## config.mk

```make
export PLATFORM = sky130hd
export DESIGN_NAME = settings_bank
export DESIGN_NICKNAME = d
export VERILOG_FILES = /design/src/settings_bank.v /design/src/minute_counter.v /design/src/tick_divider.v
export VERILOG_INCLUDE_DIRS = /design/src
export SDC_FILE = /design/constraint.sdc
export NUM_CORES = 1
export LEC_CHECK = 0
export BUFFER_PORTS_ARGS = -buffer_cell sky130_fd_sc_hd__buf_4
export CAP_MARGIN = 5
export CORE_MARGIN = 3
export CORE_UTILIZATION = 40
export CTS_CLUSTER_SIZE = 24
export DETAILED_ROUTE_END_ITERATION = 10
export HOLD_SLACK_MARGIN = 0.02
export PLACE_DENSITY = 0.64
export REMOVE_ABC_BUFFERS = 1
export SLEW_MARGIN = 5
export SYNTH_ARGS = -nofsm -noshare
export SYNTH_HDL_FRONTEND = slang
export SYNTH_HIERARCHICAL = 1
export SYNTH_SLANG_ARGS = --single-unit
```

## constraint.sdc

```tcl
create_clock -name i_clk -period 3.85 [get_ports i_clk]
set_clock_uncertainty 0.15 [all_clocks]
set_input_delay 0.77 -clock i_clk [delete_from_list [all_inputs] [get_ports i_clk]]
set_output_delay 0.77 -clock i_clk [all_outputs]
set_load 0.02 [all_outputs]
```

## src/settings_bank_map.vh

```
// register numbers, reset values and timing counts of the settings bank
`ifndef SETTINGS_BANK_MAP_VH
`define SETTINGS_BANK_MAP_VH

`define REG_PW_USER        16'h0002
`define REG_PW_SERVICE     16'h0004
`define REG_UNIT_SERIAL    16'h03e8
`define REG_ERROR_MIN      16'h03ea
`define REG_OK_MIN         16'h03ec
`define REG_DIAMETER_INFO  16'h03ee
`define REG_FIRMWARE       16'h03f0
`define REG_NOMINAL_INFO   16'h03f2
`define REG_RUN_STOP       16'h07d0
`define REG_EMPTY_PIPE_EN  16'h07d2
`define REG_EMPTY_LIMIT    16'h07d4
`define REG_AVG_SAMPLES    16'h07d6
`define REG_LOW_FLOW_CUT   16'h07d8
`define REG_DIR_INVERT     16'h07da
`define REG_NOMINAL_USER   16'h07dc
`define REG_CLEAN_TRIG     16'h07de
`define REG_AUX_CLEAR      16'h07e0
`define REG_SLAVE_ADDR     16'h07e2
`define REG_BIT_RATE       16'h07e4
`define REG_PARITY         16'h07e6
`define REG_PWRUP_DELAY    16'h07e8
`define REG_OK_CLEAR       16'h0bb8
`define REG_ERR_CLEAR      16'h0bba
`define REG_TOTAL_CLEAR    16'h0bbc
`define REG_NEG_CLEAR      16'h0bbe
`define REG_POS_CLEAR      16'h0bc0
`define REG_SIM_SWITCH     16'h0bc2
`define REG_SIM_FLOW       16'h0bc4

`define USER_PASSWORD      32'h0000_0457
`define SERVICE_PASSWORD   32'h0000_0d05

`define RST_RUN_STOP       32'h0000_0001
`define RST_EMPTY_PIPE_EN  32'h0000_0001
`define RST_EMPTY_LIMIT    32'h0000_00bc
`define RST_AVG_SAMPLES    32'h0000_000f
`define RST_LOW_FLOW_CUT   32'h0000_0003
`define RST_DIR_INVERT     32'h0000_0000
`define RST_NOMINAL_USER   32'h0000_0e10
`define RST_SLAVE_ADDR     32'h0000_0001
`define RST_BIT_RATE       32'h0000_2580
`define RST_PARITY         32'h0000_0003
`define RST_PWRUP_DELAY    32'h0000_000f
`define RST_SIM_SWITCH     32'h0000_0001

`define EXC_NONE           8'h00
`define EXC_ILLEGAL_ADDR   8'h02

`define CLK_HZ             100000000
`define MINUTE_S           60
`define SECOND_S           1

`endif

```

## src/settings_bank.v

```verilog
// holding-register bank of the flow meter: info, user and service sections
// ============================================================
// What this block does
// read-only unit serial number, 0..39999999
// count minutes measurement was suspended by error
// count minutes meter measured correctly
// read-only firmware version, diameter, nominal flow copies
// user password 1111 opens user section
// run/stop 1 freezes totalizers, reset 1
// empty-pipe enabled and sensed: excitation off, error
// empty-pipe limit compared, default 188
// average samples 1..30, default 15
// low-flow cutoff code 0..5, default 3
// invert setting reverses reported flow direction
// writing one starts electrode cleaning
// nonzero write clears auxiliary positive totalizer
// slave address 1..247, default 1
// bit rate from six values, default 9600
// parity code selects framing, default 3
// start delay excludes measurements from totalizers
// service password opens service section
// nonzero write clears ok/error minute counter
// total, negative, positive clears act independently
// simulation switch 0 selects simulated flow value
// writable nominal flow, default 3600
// items accessed as even-aligned low/high pairs
// password read shows open state; invalid closes
`timescale 1ns/100ps
`include "settings_bank_map.vh"
module settings_bank #(
   parameter [31:0] UNIT_SERIAL   = 32'h0000_0001,
   parameter [31:0] DIAMETER      = 32'h0000_0032,
   parameter [31:0] FIRMWARE_VER  = 32'h0000_0064,
   parameter [31:0] SERVICE_PW    = `SERVICE_PASSWORD,
   parameter        CYCLES_PER_S  = `CLK_HZ / `SECOND_S,
   parameter        SECONDS_PER_M = `MINUTE_S
) (
   input  wire        i_clk,
   input  wire        i_rst_n,
   // register access from the frame decoder
   input  wire        i_req,
   input  wire        i_write,
   input  wire [15:0] i_reg,
   input  wire [7:0]  i_count,
   input  wire [31:0] i_wdata,
   output reg         o_ack,
   output reg  [31:0] o_rdata,
   output reg  [7:0]  o_exception,
   // measurement status
   input  wire        i_meas_ok,
   input  wire        i_meas_error,
   input  wire        i_pipe_empty,
   input  wire [31:0] i_empty_data,
   input  wire [31:0] i_flow,
   input  wire        i_flow_neg,
   // settings towards measurement
   output reg         o_total_enable,
   output reg         o_excitation_off,
   output reg         o_empty_pipe_error,
   output reg  [4:0]  o_avg_samples,
   output reg  [2:0]  o_low_flow_cut,
   output reg  [31:0] o_nominal_flow,
   output reg  [31:0] o_flow_used,
   output reg         o_flow_neg,
   output reg         o_clean_start,
   output reg         o_clear_aux,
   output reg         o_clear_total,
   output reg         o_clear_neg,
   output reg         o_clear_pos,
   output reg  [7:0]  o_slave_address,
   output reg  [31:0] o_bit_rate,
   output reg  [1:0]  o_parity_code,
   output reg         o_parity_en,
   output reg         o_parity_odd,
   output reg         o_two_stop
);
   // ============================================================
   // settings storage
   // user section
   reg [31:0] run_stop_r;
   reg [31:0] empty_en_r;
   reg [31:0] empty_limit_r;
   reg [31:0] avg_r;
   reg [31:0] cut_r;
   reg [31:0] inv_r;
   reg [31:0] nominal_r;
   reg [31:0] addr_r;
   reg [31:0] rate_r;
   reg [31:0] parity_r;
   reg [31:0] delay_r;

   // service section
   reg [31:0] sim_sw_r;
   reg [31:0] sim_flow_r;

   // password state
   reg        user_open_r;
   reg        svc_open_r;

   // start delay and timebase
   reg [31:0] delay_cnt_r;
   reg        delay_done_r;
   wire       sec_tick;
   wire       min_tick;
   wire [31:0] err_min;
   wire [31:0] ok_min;

   // ============================================================
   // decode helpers
   // section membership, both ends included
   function in_range;
      input [15:0] addr;
      input [15:0] lo;
      input [15:0] hi;
      begin
         in_range = (addr >= lo) && (addr <= hi);
      end
   endfunction

   // empty pipe seen on the pin or by data above the limit
   function empty_seen;
      input        pipe_empty;
      input [31:0] data;
      input [31:0] limit;
      begin
         empty_seen = pipe_empty || (data > limit);
      end
   endfunction

   // accepted write of a nonzero value to one trigger register
   function trig_hit;
      input        wr;
      input [15:0] addr;
      input [15:0] target;
      input [31:0] data;
      begin
         trig_hit = wr && (addr == target) && (data != 32'h0000_0000);
      end
   endfunction

   // serial framing of a parity code: parity on, odd, two stops
   function [2:0] framing;
      input [1:0] code;
      begin
         framing = {(code[1] == 1'b0), (code == 2'h1), (code == 2'h2)};
      end
   endfunction

   // ============================================================
   // request decode
   wire in_user = in_range(i_reg, `REG_RUN_STOP, `REG_PWRUP_DELAY);
   wire in_svc  = in_range(i_reg, `REG_OK_CLEAR, `REG_SIM_FLOW);
   wire in_info = in_range(i_reg, `REG_UNIT_SERIAL, `REG_NOMINAL_INFO);
   wire is_pw   = (i_reg == `REG_PW_USER) || (i_reg == `REG_PW_SERVICE);
   // pair alignment: even start and exactly two registers
   wire aligned = (i_reg[0] == 1'b0) && (i_count == 8'h02);
   wire mapped  = in_info || is_pw
                  || ((in_user && user_open_r) || (in_svc && svc_open_r));
   wire wr_ok   = aligned && mapped && !(in_info && i_write);
   wire do_wr   = i_req && i_write && wr_ok;

   // ============================================================
   // timebase
   tick_divider #(.DIV(CYCLES_PER_S)) u_sec (
      .i_clk     (i_clk),
      .i_rst_n   (i_rst_n),
      .i_tick_in (1'b1),
      .o_tick    (sec_tick)
   );
   tick_divider #(.DIV(SECONDS_PER_M)) u_min (
      .i_clk     (i_clk),
      .i_rst_n   (i_rst_n),
      .i_tick_in (sec_tick),
      .o_tick    (min_tick)
   );

   // ============================================================
   // minute counters
   minute_counter #(.WIDTH(32)) u_err (
      .i_clk      (i_clk),
      .i_rst_n    (i_rst_n),
      .i_minute   (min_tick),
      .i_count_en (i_meas_error),
      .i_clear    (trig_hit(do_wr, i_reg, `REG_ERR_CLEAR, i_wdata)),
      .o_count    (err_min)
   );
   minute_counter #(.WIDTH(32)) u_ok (
      .i_clk      (i_clk),
      .i_rst_n    (i_rst_n),
      .i_minute   (min_tick),
      .i_count_en (i_meas_ok && !i_meas_error),
      .i_clear    (trig_hit(do_wr, i_reg, `REG_OK_CLEAR, i_wdata)),
      .o_count    (ok_min)
   );

   // ============================================================
   // register writes
   always @(posedge i_clk or negedge i_rst_n) begin
      if (!i_rst_n) begin
         run_stop_r  <= `RST_RUN_STOP;
         empty_en_r  <= `RST_EMPTY_PIPE_EN;
         empty_limit_r <= `RST_EMPTY_LIMIT;
         avg_r       <= `RST_AVG_SAMPLES;
         cut_r       <= `RST_LOW_FLOW_CUT;
         inv_r       <= `RST_DIR_INVERT;
         nominal_r   <= `RST_NOMINAL_USER;
         addr_r      <= `RST_SLAVE_ADDR;
         rate_r      <= `RST_BIT_RATE;
         parity_r    <= `RST_PARITY;
         delay_r     <= `RST_PWRUP_DELAY;
         sim_sw_r    <= `RST_SIM_SWITCH;
         sim_flow_r  <= 32'h0000_0000;
         user_open_r <= 1'b0;
         svc_open_r  <= 1'b0;
         o_clean_start <= 1'b0;
         o_clear_aux   <= 1'b0;
         o_clear_total <= 1'b0;
         o_clear_neg   <= 1'b0;
         o_clear_pos   <= 1'b0;
      end else begin
         o_clean_start <= do_wr && (i_reg == `REG_CLEAN_TRIG) && (i_wdata == 32'h0000_0001);
         o_clear_aux   <= trig_hit(do_wr, i_reg, `REG_AUX_CLEAR, i_wdata);
         o_clear_total <= trig_hit(do_wr, i_reg, `REG_TOTAL_CLEAR, i_wdata);
         o_clear_neg   <= trig_hit(do_wr, i_reg, `REG_NEG_CLEAR, i_wdata);
         o_clear_pos   <= trig_hit(do_wr, i_reg, `REG_POS_CLEAR, i_wdata);
         if (do_wr) begin
            case (i_reg)
               `REG_PW_USER:       user_open_r <= (i_wdata == `USER_PASSWORD);
               `REG_PW_SERVICE:    svc_open_r <= (i_wdata == SERVICE_PW);
               `REG_RUN_STOP:      run_stop_r <= i_wdata;
               `REG_EMPTY_PIPE_EN: empty_en_r <= i_wdata;
               `REG_EMPTY_LIMIT:   empty_limit_r <= i_wdata;
               `REG_AVG_SAMPLES:   avg_r <= i_wdata;
               `REG_LOW_FLOW_CUT:  cut_r <= i_wdata;
               `REG_DIR_INVERT:    inv_r <= i_wdata;
               `REG_NOMINAL_USER:  nominal_r <= i_wdata;
               `REG_SLAVE_ADDR:    addr_r <= i_wdata;
               `REG_BIT_RATE:      rate_r <= i_wdata;
               `REG_PARITY:        parity_r <= i_wdata;
               `REG_PWRUP_DELAY:   delay_r <= i_wdata;
               `REG_SIM_SWITCH:    sim_sw_r <= i_wdata;
               `REG_SIM_FLOW:      sim_flow_r <= i_wdata;
               default: ;
            endcase
         end
      end
   end

   // ============================================================
   // start delay after power-up
   // a zero delay releases the totalizers at once
   always @(posedge i_clk or negedge i_rst_n) begin
      if (!i_rst_n) begin
         delay_cnt_r  <= 32'h0000_0000;
         delay_done_r <= 1'b0;
      end else if (!delay_done_r && sec_tick) begin
         if (delay_cnt_r + 32'h0000_0001 >= delay_r) begin
            delay_done_r <= 1'b1;
         end
         delay_cnt_r <= delay_cnt_r + 32'h0000_0001;
      end else if (!delay_done_r && (delay_r == 32'h0000_0000)) begin
         delay_done_r <= 1'b1;
      end
   end

   // ============================================================
   // outputs towards measurement
   always @(posedge i_clk or negedge i_rst_n) begin
      if (!i_rst_n) begin
         o_total_enable     <= 1'b0;
         o_excitation_off   <= 1'b0;
         o_empty_pipe_error <= 1'b0;
         o_avg_samples      <= 5'h0f;
         o_low_flow_cut     <= 3'h3;
         o_nominal_flow     <= `RST_NOMINAL_USER;
         o_flow_used        <= 32'h0000_0000;
         o_flow_neg         <= 1'b0;
         o_slave_address    <= 8'h01;
         o_bit_rate         <= `RST_BIT_RATE;
         o_parity_code      <= 2'h3;
         o_parity_en        <= 1'b0;
         o_parity_odd       <= 1'b0;
         o_two_stop         <= 1'b0;
      end else begin
         o_total_enable <= (run_stop_r[0] == 1'b0) && delay_done_r;
         // sensing uses the limit and enable bit 0 low
         o_empty_pipe_error <= (empty_en_r[0] == 1'b0)
                               && empty_seen(i_pipe_empty, i_empty_data, empty_limit_r);
         o_excitation_off   <= (empty_en_r[0] == 1'b0)
                               && empty_seen(i_pipe_empty, i_empty_data, empty_limit_r);
         o_avg_samples  <= avg_r[4:0];
         o_low_flow_cut <= cut_r[2:0];
         o_nominal_flow <= nominal_r;
         o_flow_used    <= (sim_sw_r[0] == 1'b0) ? sim_flow_r : i_flow;
         o_flow_neg     <= i_flow_neg ^ inv_r[0];
         o_slave_address <= addr_r[7:0];
         o_bit_rate     <= rate_r;
         o_parity_code  <= parity_r[1:0];
         {o_parity_en, o_parity_odd, o_two_stop} <= framing(parity_r[1:0]);
      end
   end

   // ============================================================
   // read path and answer
   reg [31:0] rd_nxt;
   // trigger registers read back as zero
   always @* begin
      case (i_reg)
         `REG_PW_USER:       rd_nxt = {31'h0, user_open_r};
         `REG_PW_SERVICE:    rd_nxt = {31'h0, svc_open_r};
         `REG_UNIT_SERIAL:   rd_nxt = UNIT_SERIAL;
         `REG_ERROR_MIN:     rd_nxt = err_min;
         `REG_OK_MIN:        rd_nxt = ok_min;
         `REG_DIAMETER_INFO: rd_nxt = DIAMETER;
         `REG_FIRMWARE:      rd_nxt = FIRMWARE_VER;
         `REG_NOMINAL_INFO:  rd_nxt = nominal_r;
         `REG_RUN_STOP:      rd_nxt = run_stop_r;
         `REG_EMPTY_PIPE_EN: rd_nxt = empty_en_r;
         `REG_EMPTY_LIMIT:   rd_nxt = empty_limit_r;
         `REG_AVG_SAMPLES:   rd_nxt = avg_r;
         `REG_LOW_FLOW_CUT:  rd_nxt = cut_r;
         `REG_DIR_INVERT:    rd_nxt = inv_r;
         `REG_NOMINAL_USER:  rd_nxt = nominal_r;
         `REG_SLAVE_ADDR:    rd_nxt = addr_r;
         `REG_BIT_RATE:      rd_nxt = rate_r;
         `REG_PARITY:        rd_nxt = parity_r;
         `REG_PWRUP_DELAY:   rd_nxt = delay_r;
         `REG_SIM_SWITCH:    rd_nxt = sim_sw_r;
         `REG_SIM_FLOW:      rd_nxt = sim_flow_r;
         default:            rd_nxt = 32'h0000_0000;
      endcase
   end

   always @(posedge i_clk or negedge i_rst_n) begin
      if (!i_rst_n) begin
         o_ack       <= 1'b0;
         o_rdata     <= 32'h0000_0000;
         o_exception <= `EXC_NONE;
      end else begin
         o_ack <= i_req;
         // answer stands until the next request
         if (i_req) begin
            o_exception <= wr_ok ? `EXC_NONE : `EXC_ILLEGAL_ADDR;
            o_rdata     <= (wr_ok && !i_write) ? rd_nxt : 32'h0000_0000;
         end
      end
   end
endmodule // settings_bank

```

## src/minute_counter.v

```verilog
// per-minute event counter with clear
`timescale 1ns/100ps
module minute_counter #(
   parameter WIDTH = 32
) (
   input  wire             i_clk,
   input  wire             i_rst_n,
   input  wire             i_minute,
   input  wire             i_count_en,
   input  wire             i_clear,
   output reg  [WIDTH-1:0] o_count
);
   // clear wins because it is an explicit reset of the total
   always @(posedge i_clk or negedge i_rst_n) begin
      if (!i_rst_n) begin
         o_count <= {WIDTH{1'b0}};
      end else if (i_clear) begin
         o_count <= {WIDTH{1'b0}};
      end else if (i_minute && i_count_en) begin
         o_count <= o_count + {{(WIDTH-1){1'b0}}, 1'b1};
      end
   end
endmodule // minute_counter

```

## src/tick_divider.v

```verilog
// divider producing a one-cycle enable every DIV cycles of i_tick_in
`timescale 1ns/100ps
module tick_divider #(
   parameter DIV = 100
) (
   input  wire i_clk,
   input  wire i_rst_n,
   input  wire i_tick_in,
   output reg  o_tick
);
   reg [31:0] cnt_r;

   always @(posedge i_clk or negedge i_rst_n) begin
      if (!i_rst_n) begin
         cnt_r  <= 32'h0000_0000;
         o_tick <= 1'b0;
      end else begin
         o_tick <= 1'b0;
         if (i_tick_in) begin
            if (cnt_r == DIV - 1) begin
               cnt_r  <= 32'h0000_0000;
               o_tick <= 1'b1;
            end else begin
               cnt_r <= cnt_r + 32'h0000_0001;
            end
         end
      end
   end
endmodule // tick_divider

```

==> results of run 1 <==
==> cells in the final DEF, fill, tap and decap left out, types with 19 or more instances in the layout <==
| master | netlist | layout |
|---|---|---|
| dfrtp_1 | 694 | 694 |
| buf_4 | 12 | 404 |
| mux2_1 | 329 | 329 |
| nand2_1 | 141 | 141 |
| inv_1 | 120 | 120 |
| mux2_4 | 90 | 90 |
| nand3_1 | 83 | 83 |
| clkbuf_16 | 0 | 83 |
| nor2_1 | 79 | 78 |
| xnor2_1 | 74 | 74 |
| a22oi_1 | 71 | 71 |
| a21oi_1 | 69 | 69 |
| ha_1 | 69 | 69 |
| nand4_1 | 64 | 64 |
| nor4_1 | 67 | 59 |
| a222oi_1 | 59 | 59 |
| xor2_1 | 47 | 47 |
| dfstp_2 | 46 | 46 |
| o21ai_0 | 42 | 42 |
| and3_1 | 40 | 40 |
| buf_12 | 0 | 38 |
| and4_1 | 38 | 37 |
| mux2_2 | 35 | 35 |
| o22ai_1 | 34 | 34 |
| or4_1 | 34 | 31 |
| nor3_1 | 32 | 30 |
| a221oi_1 | 30 | 30 |
| a22o_1 | 30 | 30 |
| or3_1 | 28 | 27 |
| o31ai_1 | 23 | 23 |
| a21o_1 | 19 | 19 |
==> worst max path at each step <==
stage / slack [ns] / end / cells past startpoint / start
detailed placement: -0.21 / u_ok/o_count[13] / 12 / i_reg[13]
global route: 0.005 / delay_done_r / 13 / delay_cnt_r[0]
global placement: -0.14 / u_ok/o_count[13] / 12 / i_reg[13]
floorplan: -2.38 / u_ok/o_count[13] / 10 / i_reg[7]
CTS: 0.04 / delay_done_r / 13 / delay_cnt_r[0]
finish: 0.26 / delay_done_r / 13 / delay_cnt_r[0]
==> power groups by stage <==
stage	sequential (mW)	combinational [mW]	clock [mW]
after floorplan	7.99	0.128	0
after global placement	7.99	0.614	0
after detailed placement	7.99	0.616	0
after CTS	7.85	0.620	8.21
after global routing	7.86	0.680	8.55
final	7.85	0.610	8.07
==> metrics by stage <==
step	setup WS (ns)	hold WS [ns]	instances	instance area, sq um	util (%)
after floorplan	-2.38	0.209	2672	34000	-
after global placement	-0.138	0.217	4259	39300	45.8
after detailed placement	-0.210	0.219	4259	39300	45.8
after CTS	0.0393	0.0545	4407	42100	49.0
after global routing	0.00493	0.0836	4407	42200	49.0
final	0.261	0.0476	4408	42200	49.0
==> per-layer routing <==
metal / track usage, % / vias to the layer above / share of wire (%)
li1: - / 11335 / -
met1: 33.0 / 13230 / 42
met2: 39.4 / 972 / 47
met3: 4.21 / 215 / 7.0
met4: 8.26 / 2 / 3.8
met5: 0 / - / 0.0063
==> final cells by class <==
class	count	area (sq um)	area share, %
Antenna cell	1	2.50	0.00594
Clock buffer	113	2340	5.55
Clock inverter	35	444	1.05
Inverter	120	450	1.07
Multi-Input combinational cell	1812	15100	35.8
Sequential cell	740	18600	44.1
Tap cell	1144	1430	3.40
Timing Repair Buffer	443	3810	9.03
==> kinds of logic after synthesis <==
logic type | synth area share (%)
DFF | 53.2
other | 0.0215
and+or+nand+nor | 12.1
AOI/OAI and AO/OA | 9.36
xor gates and xnor gates | 3.03
buffers and inverters | 4.21
muxes | 15.7
adders and majority gates | 2.47
==> worst max-delay path: cells and delay by family, from the launching register on <==
kind | cells | cell delay, ns
compound gates | 2 | 0.28
xor+xnor | 1 | 0.08
fa+ha+maj | 2 | 0.56
flops | 1 | 0.41
simple gates | 8 | 2.00
==> metrics.cfg, run 1 <==
[pwr]
p_leak_nw = 20.1
p_seq_share_pct = 47.5
p_comb_share_pct = 3.7
fin_total_pwr_mw = 16.5
clockPowerShare_pct = 48.8
p_switching_mw = 3.87
peakVddDrop_v = 0.000321
power_density_mw_per_mm2 = 392
internal_power_mw = 12.7
switching_share_pct = 23.4

[outcome]
outcome = finished, final reports clean

[grt]
grt_max_degree = 94
grt_pass1_vias = 25478
antenna_found_initial = 3
grt_pass1_wl_microns = 167000
grt.total_usage_pct = 24.3
grt.overflow.total = 0

[floorplan]
dieHeight_microns = 302
fp-row-count = 107
io-pin-count = 295
start_util_pct = 40.7
core_sq_mm = 0.0859
die_x_microns = 302
dieArea_sq_mm = 0.0909

[worst_setup_path]
critical_path.max_stage_delay_ns = 0.41
cp-start-kind = flop
crit_type = flop to flop
cp-end-kind = flop
crit_path_cell_trace = ha_1, nand2_1, nor4_4, and4_2, nand4_1, nor2_1, xor2_1, ha_1, nand4_1, nor4_2, nor3b_1, a2111oi_0, a31oi_1
reg2reg_slack_ns = 0.26
required_ns = 4.25
cp_max_fo = 4
critPathSlowestCell = dfrtp_1
worst_r2r_path_depth = 13
worstPathArrival_ns = 3.99
r2r-start = delay_cnt_r[0]
reg2reg_to = delay_done_r

[sta]
min_period_over_period_pct = 93.2
hold_violations = 0
setup_violations = 0
tns_ns = 0
worst_slew_pin_slew_ns = 0.926
relSlewSlack_pct = 37.7
slew_violations = 0
post-route-min-period_ns = 3.59
rsz0062_at_grt = false
fmax_mhz = 279

[routing]
num_vias = 25754
viasPerCell = 5.84
drt_iter0_markers = 2405
wl_per_cell_microns = 25.3
drt-pass1-iter-count = 7
antenna_left = 0
drc_errors = 0
postRouteWirelength_microns = 112000

[cts]
path_clk_slew_ns = 0.07
h-tree-depth = 3
cts_tree = built
clock_latency_ns = 0.65
cts_sinks = 740
cts_buffers = 81
postCtsSetupRepairBufs = 0
cts_hold_buffers = 0
cts_buffer_depth = 3
cts-root-buf = clkbuf_16
post_cts_resized = 0

[synthesis]
syn_inst = 2865
yosys_most_used_dff = dfrtp_1
synth-seq-cells = 740
synthTopCellsByArea = dfrtp_1, mux2_1, mux2_4
ys_warn_count = 6
synth_common_cells = dfrtp_1, mux2_1, nand2_1, inv_1, clkbuf_1
syn_avg_cell_area_sq_um = 12.2
yosysSeqAreaShare_pct = 53.2
synth_cell_type_count = 87
synth.top_cell.area_share_pct = 49.7
synth_most_common_cell = dfrtp_1
synth_enable_flop_cells = 0
syn-cell-area_sq_mm = 0.0349
yosysTopAreaCell = dfrtp_1
async_reset_ff_share_pct = 100

[cells_and_area]
area_growth_pct = 20.7
layout-drive-gt1-share_pct = 24.9
fillers = 7703
nNetsFinal = 3395

[hold_path]
hold_path.class = input port to asynchronous set/reset pin

[placed_design]
io_buffers = 287
hpwlAfterDp_microns = 79000
gp_congestion = 0.958

[flow_run]
maxCapViolCount = 0

Note: power is estimated with default switching activity, not from simulation.
==> run 2, diff against run 1 <==
--- a/config.mk
+++ b/config.mk
@@ -8,12 +8,12 @@
 export LEC_CHECK = 0
 export BUFFER_PORTS_ARGS = -buffer_cell sky130_fd_sc_hd__buf_4
 export CAP_MARGIN = 5
-export CORE_MARGIN = 3
-export CORE_UTILIZATION = 40
+export CORE_MARGIN = 5
+export CORE_UTILIZATION = 35
 export CTS_CLUSTER_SIZE = 24
 export DETAILED_ROUTE_END_ITERATION = 10
 export HOLD_SLACK_MARGIN = 0.02
-export PLACE_DENSITY = 0.64
+export PLACE_DENSITY = 0.58
 export REMOVE_ABC_BUFFERS = 1
 export SLEW_MARGIN = 5
 export SYNTH_ARGS = -nofsm -noshare
==> run 2 against run 1 <==
Effect of this change: worst hold slack better by 0.091 ns; combinational power increased by 2%; total power grew 1.3%; cell area is 0.22% higher; count of clock-buffer cells in the layout is 9 higher; utilization decreased by 6.6 points; critical endpoint unchanged; largest cell class unchanged.
==> metrics.cfg, run 2 (same netlist as run 1, synthesis figures left out) <==
[worst_setup_path]
path_buf_inv = 1  ; was 0
cp-start-kind = flop  ; unchanged
path_depth = 13  ; unchanged
required_ns = 4.28  ; was 4.25 ns
critical_path.max_stage_delay_ns = 0.45  ; was 0.41 ns
cp_max_fo = 4  ; unchanged
crit_path_cell_trace = ha_1, nand2_1, nor4_1, and4_1, nand4_1, buf_4, xnor2_1, ha_1, nand4_1, nor4_1, nor3b_1, a2111oi_0, a31oi_1  ; was ha_1, nand2_1, nor4_4, and4_2, nand4_1, nor2_1, xor2_1, ha_1, nand4_1, nor4_2, nor3b_1, a2111oi_0, a31oi_1
critPathSlowestCell = nor4_1  ; was dfrtp_1
worst_r2r_path_depth = 13  ; unchanged
cp_top_family = simple AND/OR/NAND/NOR gates  ; unchanged
crit_type = flop to flop  ; unchanged
cp-end-kind = flop  ; unchanged
worstPathArrival_ns = 3.99  ; about the same

[cells_and_area]
area_growth_pct = 20.9  ; was 20.7%
final-seq-area_sq_mm = 0.0186  ; unchanged
fin_util_pct = 42.4  ; was 49.0%
layout-drive-gt1-share_pct = 24.7  ; was 24.9%
final_common_cell = dfrtp_1  ; unchanged
multi_input_area_sq_mm = 0.0151  ; about the same
fillers = 9351  ; was 7703
fin_cells = 4568  ; was 4408
nNetsFinal = 3395  ; unchanged
stdcell_area_sq_mm = 0.0422  ; about the same
layout_common_cells = dfrtp_1, buf_4, mux2_1  ; unchanged

[grt]
grt.total_usage_pct = 21.1  ; was 24.3%
antenna_found_initial = 5  ; was 3
grt_max_degree = 106  ; was 94
grt_pass1_vias = 25743  ; was 25478
grt_pass1_wl_microns = 171000  ; was 167000 microns
grt.overflow.total = 0  ; unchanged

[sta]
rsz0062_at_grt = false  ; unchanged
tns_ns = 0  ; unchanged
slew_violations = 0  ; unchanged
worst_slew_pin_slew_ns = 0.996  ; was 0.926 ns
fmax_mhz = 280  ; was 279 MHz
setup_violations = 0  ; unchanged
fin_ws_ns = 0.283  ; was 0.261 ns
min_period_over_period_pct = 92.7  ; was 93.2%
post-route-min-period_ns = 3.57  ; was 3.59 ns
hold_violations = 0  ; unchanged
relSlewSlack_pct = 33.0  ; was 37.7%

[routing]
num_vias = 25511  ; was 25754
wl_per_cell_microns = 25.0  ; was 25.3 microns
drt-pass1-iter-count = 6  ; was 7
antenna_left = 0  ; unchanged
postRouteWirelength_microns = 114000  ; was 112000 microns
viasPerCell = 5.58  ; was 5.84
drt_iter0_markers = 2495  ; was 2405
drc_errors = 0  ; unchanged

[cts]
cts_buffers = 86  ; was 81
cts_buffer_depth = 3  ; unchanged
post_cts_resized = 0  ; unchanged
cts_tree = built  ; unchanged
clock_latency_ns = 0.67  ; was 0.65 ns
cts_sinks = 740  ; unchanged
h-tree-depth = 3  ; unchanged
cts-root-buf = clkbuf_16  ; unchanged
path_clk_slew_ns = 0.06  ; was 0.07 ns

[floorplan]
dieArea_sq_mm = 0.106  ; was 0.0909 sq mm
io-pin-count = 295  ; unchanged
die_x_microns = 326  ; was 302 microns
dieHeight_microns = 326  ; was 302 microns
fp-row-count = 116  ; was 107
start_util_pct = 35.1  ; was 40.7%
core_sq_mm = 0.0996  ; was 0.0859 sq mm

[placed_design]
gp_congestion = 0.910  ; was 0.958
io_buffers = 287  ; unchanged
hpwlAfterDp_microns = 81100  ; was 79000 microns
dpl_cell_area_sq_mm = 0.0394  ; was 0.0393 sq mm
post-place-ws_ns = -0.175  ; was -0.210 ns
dp_cells = 4407  ; was 4259

[pwr]
p_leak_nw = 20.1  ; about the same
peakVddDrop_v = 0.000309  ; was 0.000321 V
power_density_mw_per_mm2 = 396  ; was 392 mW/mm^2

[hold_path]
hold_path.class = input port to flop  ; was input port to asynchronous set/reset pin
hold-path-cell-count = 2

[flow_run]
maxCapViolCount = 0  ; unchanged

[outcome]
outcome = finished, final reports clean  ; unchanged

## run 2: final timing paths
path	start	to	slack, ns
setup / recovery	delay_cnt_r[0]	delay_done_r	0.28
hold / removal	i_flow_neg	o_flow_neg	0.14
setup reg to reg	delay_cnt_r[0]	delay_done_r	0.28
hold reg to reg	rate_r[10]	o_bit_rate[10]	0.23
max in group asynchronous	i_rst_n	run_stop_r[0]	1.99
min in group asynchronous	i_rst_n	user_open_r	0.47
## run 2: power breakdown
group          leakage, nW  switching, mW  internal, mW  total [mW]
Sequential            10.1         0.0420          7.81        7.86
Combinational         8.58          0.418         0.206       0.623
Clock                 1.42           3.40          4.86        8.27
Total                 20.1           3.86          12.9        16.7
## run 2: area by class of cell
class                   instances  area share (%)
multi-input cells            1812            35.7
clock inverters                36           0.957
clock buffers                 122            5.79
repair buffers                438            8.67
flip-flops and latches        740            44.0
well taps                    1298            3.84
diodes                          2          0.0118
inverters                     120            1.07
## run 2: per-layer routing
metal,track usage [%],vias up,wire (microns)
li1,-,11331,-
met1,28.4,13062,49200
met2,34.2,909,53200
met3,4.36,207,7870
met4,7.01,2,3920
met5,0,-,7
## run 2: timing repair
| action | in CTS | in global routing |
|---|---|---|
| setup buffers | 0 | 0 |
| hold buffers | 1 | 0 |
| hold endpoints to repair | 26 | 0 |
## run 2: stage by stage
stage / power (mW) / hold WS (ns)
global route: 17.3 / 0.120
finish: 16.7 / 0.139
floorplan: 8.12 / 0.209
CTS: 17.0 / 0.102
global placement: 8.62 / 0.220
detailed placement: 8.63 / 0.220
==> run 3, diff against run 2 <==
--- a/config.mk
+++ b/config.mk
@@ -9,11 +9,11 @@
 export BUFFER_PORTS_ARGS = -buffer_cell sky130_fd_sc_hd__buf_4
 export CAP_MARGIN = 5
 export CORE_MARGIN = 5
-export CORE_UTILIZATION = 35
+export CORE_UTILIZATION = 60
 export CTS_CLUSTER_SIZE = 24
 export DETAILED_ROUTE_END_ITERATION = 10
 export HOLD_SLACK_MARGIN = 0.02
-export PLACE_DENSITY = 0.58
+export PLACE_DENSITY = 0.87
 export REMOVE_ABC_BUFFERS = 1
 export SLEW_MARGIN = 5
 export SYNTH_ARGS = -nofsm -noshare
==> run 3 against run 2 <==
Effect of this change: flip-flop and latch count did not move; largest power group is now sequential cells; global-route usage rose by 14 points; cell area fell by 2.1%; clock power fell by 9.4%; total power fell by 4.7%.
==> metrics.cfg, run 3 (same netlist as run 1, synthesis figures left out) <==
[sta]
relSlewSlack_pct = 36.5  ; was 33.0%
fmax_mhz = 276  ; was 280 MHz
slew_violations = 0  ; unchanged
post-route-min-period_ns = 3.62  ; was 3.57 ns
setup_violations = 0  ; unchanged
holdWs_ns = 0.176  ; was 0.139 ns
min_period_over_period_pct = 94.1  ; was 92.7%
worst_slew_pin_slew_ns = 0.948  ; was 0.996 ns
hold_violations = 0  ; unchanged

[floorplan]
dieArea_sq_mm = 0.0632  ; was 0.106 sq mm
die_x_microns = 251  ; was 326 microns
io-pin-count = 295  ; unchanged
core_sq_mm = 0.0577  ; was 0.0996 sq mm
dieHeight_microns = 251  ; was 326 microns
start_util_pct = 60.6  ; was 35.1%
fp-row-count = 88  ; was 116

[flow_run]
maxCapViolCount = 0  ; unchanged

[placed_design]
hpwlAfterDp_microns = 76800  ; was 81100 microns
gp_congestion = 0.958  ; was 0.910
io_buffers = 287  ; unchanged
dpl_cell_area_sq_mm = 0.0388  ; was 0.0394 sq mm

[worst_setup_path]
cp_max_fo = 4  ; unchanged
cp-startpoint = delay_cnt_r[0]  ; unchanged
worst_r2r_path_depth = 14  ; was 13
cp-start-kind = flop  ; unchanged
worstPathArrival_ns = 4.01  ; was 3.99 ns
cp-end-kind = flop  ; unchanged
crit_type = flop to flop  ; unchanged
required_ns = 4.23  ; was 4.28 ns
reg2reg_slack_ns = 0.23  ; was 0.28 ns
r2r-start = delay_cnt_r[0]  ; unchanged

[cts]
h-tree-depth = 3  ; unchanged
cts-root-buf = clkbuf_16  ; unchanged
cts_sinks = 740  ; unchanged
cts_buffers = 75  ; was 86
cts_tree = built  ; unchanged
clock_latency_ns = 0.64  ; was 0.67 ns
path_clk_slew_ns = 0.07  ; was 0.06 ns
cts_buffer_depth = 3  ; unchanged

[routing]
antenna_left = 0  ; unchanged
drt-pass1-iter-count = 9  ; was 6
num_vias = 27108  ; was 25511
drc_errors = 0  ; unchanged
wl_per_cell_microns = 27.9  ; was 25.0 microns
postRouteWirelength_microns = 112000  ; was 114000 microns
drt_iter0_markers = 3790  ; was 2495
viasPerCell = 6.74  ; was 5.58

[hold_path]
hold_path.class = input port to flop  ; unchanged
hold-path-cell-count = 2  ; unchanged
hp-start = i_flow_neg  ; unchanged

[cells_and_area]
fin_util_pct = 71.7  ; was 42.4%
nNetsFinal = 3391  ; was 3395
final_common_cell = dfrtp_1  ; unchanged
layout-drive-gt1-share_pct = 24.4  ; was 24.7%
area_growth_pct = 18.4  ; was 20.9%
antenna_cells = 0  ; was 2
multi_input_area_sq_mm = 0.0151  ; about the same
final-seq-area_sq_mm = 0.0186  ; about the same
stdcell_area_sq_mm = 0.0414  ; was 0.0422 sq mm
fillers = 3851  ; was 9351
layout_common_cells = dfrtp_1, buf_4, mux2_1  ; unchanged

[grt]
grt_max_degree = 86  ; was 106
grt_pass1_wl_microns = 171000  ; about the same
met2_usage_pct = 56.1  ; was 34.2%
grt_pass1_vias = 27894  ; was 25743
use_met1_pct = 45.6  ; was 28.4%
grt.total_usage_pct = 34.8  ; was 21.1%
antenna_found_initial = 1  ; was 5
top_usage_layer = met2  ; unchanged
grt_use_met3_pct = 7.32  ; was 4.36%
grt.overflow.total = 0  ; unchanged

[pwr]
peakVddDrop_v = 0.000368  ; was 0.000309 V
p_leak_nw = 20.0  ; was 20.1 nW
power_density_mw_per_mm2 = 386  ; was 396 mW/mm^2

[outcome]
outcome = finished, final reports clean  ; unchanged

[run 3: path summary, 6_finish.rpt]
kind,to
max,delay_done_r
min in group asynchronous,sim_flow_r[6]
max reg2reg,delay_done_r
min reg2reg,o_avg_samples[0]
min,o_flow_neg
max in group asynchronous,u_err/o_count[24]
[run 3: area by class of cell]
type / count / area share [%]
timing repair buffer: 445 / 9.10
clock inverter: 31 / 0.874
inverter: 120 / 1.09
multi-input combinational: 1812 / 36.5
sequential: 740 / 44.9
tap: 765 / 2.31
clock buffer: 107 / 5.20
[run 3: per-layer routing]
metal  wire length (microns)  part of all wire [%]  up-vias
li1                        -                     -    11304
met1                   42100                    37    13628
met2                   52600                    47     1779
met3                   11400                    10      397
met4                    6170                   5.5        0
met5                       0                     0        -
[run 3: power by group]
group	switching, mW	leakage (nW)	internal [mW]
combinational	0.412	8.64	0.205
sequential	0.0448	10.1	7.81
clock	3.15	1.23	4.33
total	3.61	20.0	12.3
[run 3: per-stage QoR]
step	cells	total power, mW	setup WS [ns]	setup TNS [ns]
2_1_floorplan	2672	8.12	-2.38	-406.58
3_3_place_gp	3880	8.58	-0.0368	-0.0488
3_5_place_dp	3880	8.61	-0.161	-0.472
4_1_cts	4019	16.0	0.151	0
5_1_grt	4020	16.4	-0.0192	-0.0192
6_report	4020	16.0	0.226	0
[run 3: what timing repair did]
action	4_1_cts	5_1_grt
hold buffers	1	0
setup buffers	0	1
endpoints found under the hold margin	30	0
gates resized for setup	0	9
endpoints found under the setup margin	0	1
[run 3: critical path, cell delays in order, from the launching register on]
cell       delay (ns)
dfrtp_1          0.43
ha_1             0.27
nand2_1          0.17
nor4_4           0.35
and4_1           0.27
nand4_1          0.18
buf_4            0.19
xnor2_1          0.13
ha_1             0.30
nand4_1          0.12
nor4_1           0.29
buf_4            0.17
nor3b_1          0.24
a2111oi_2        0.09
a31oi_1          0.18
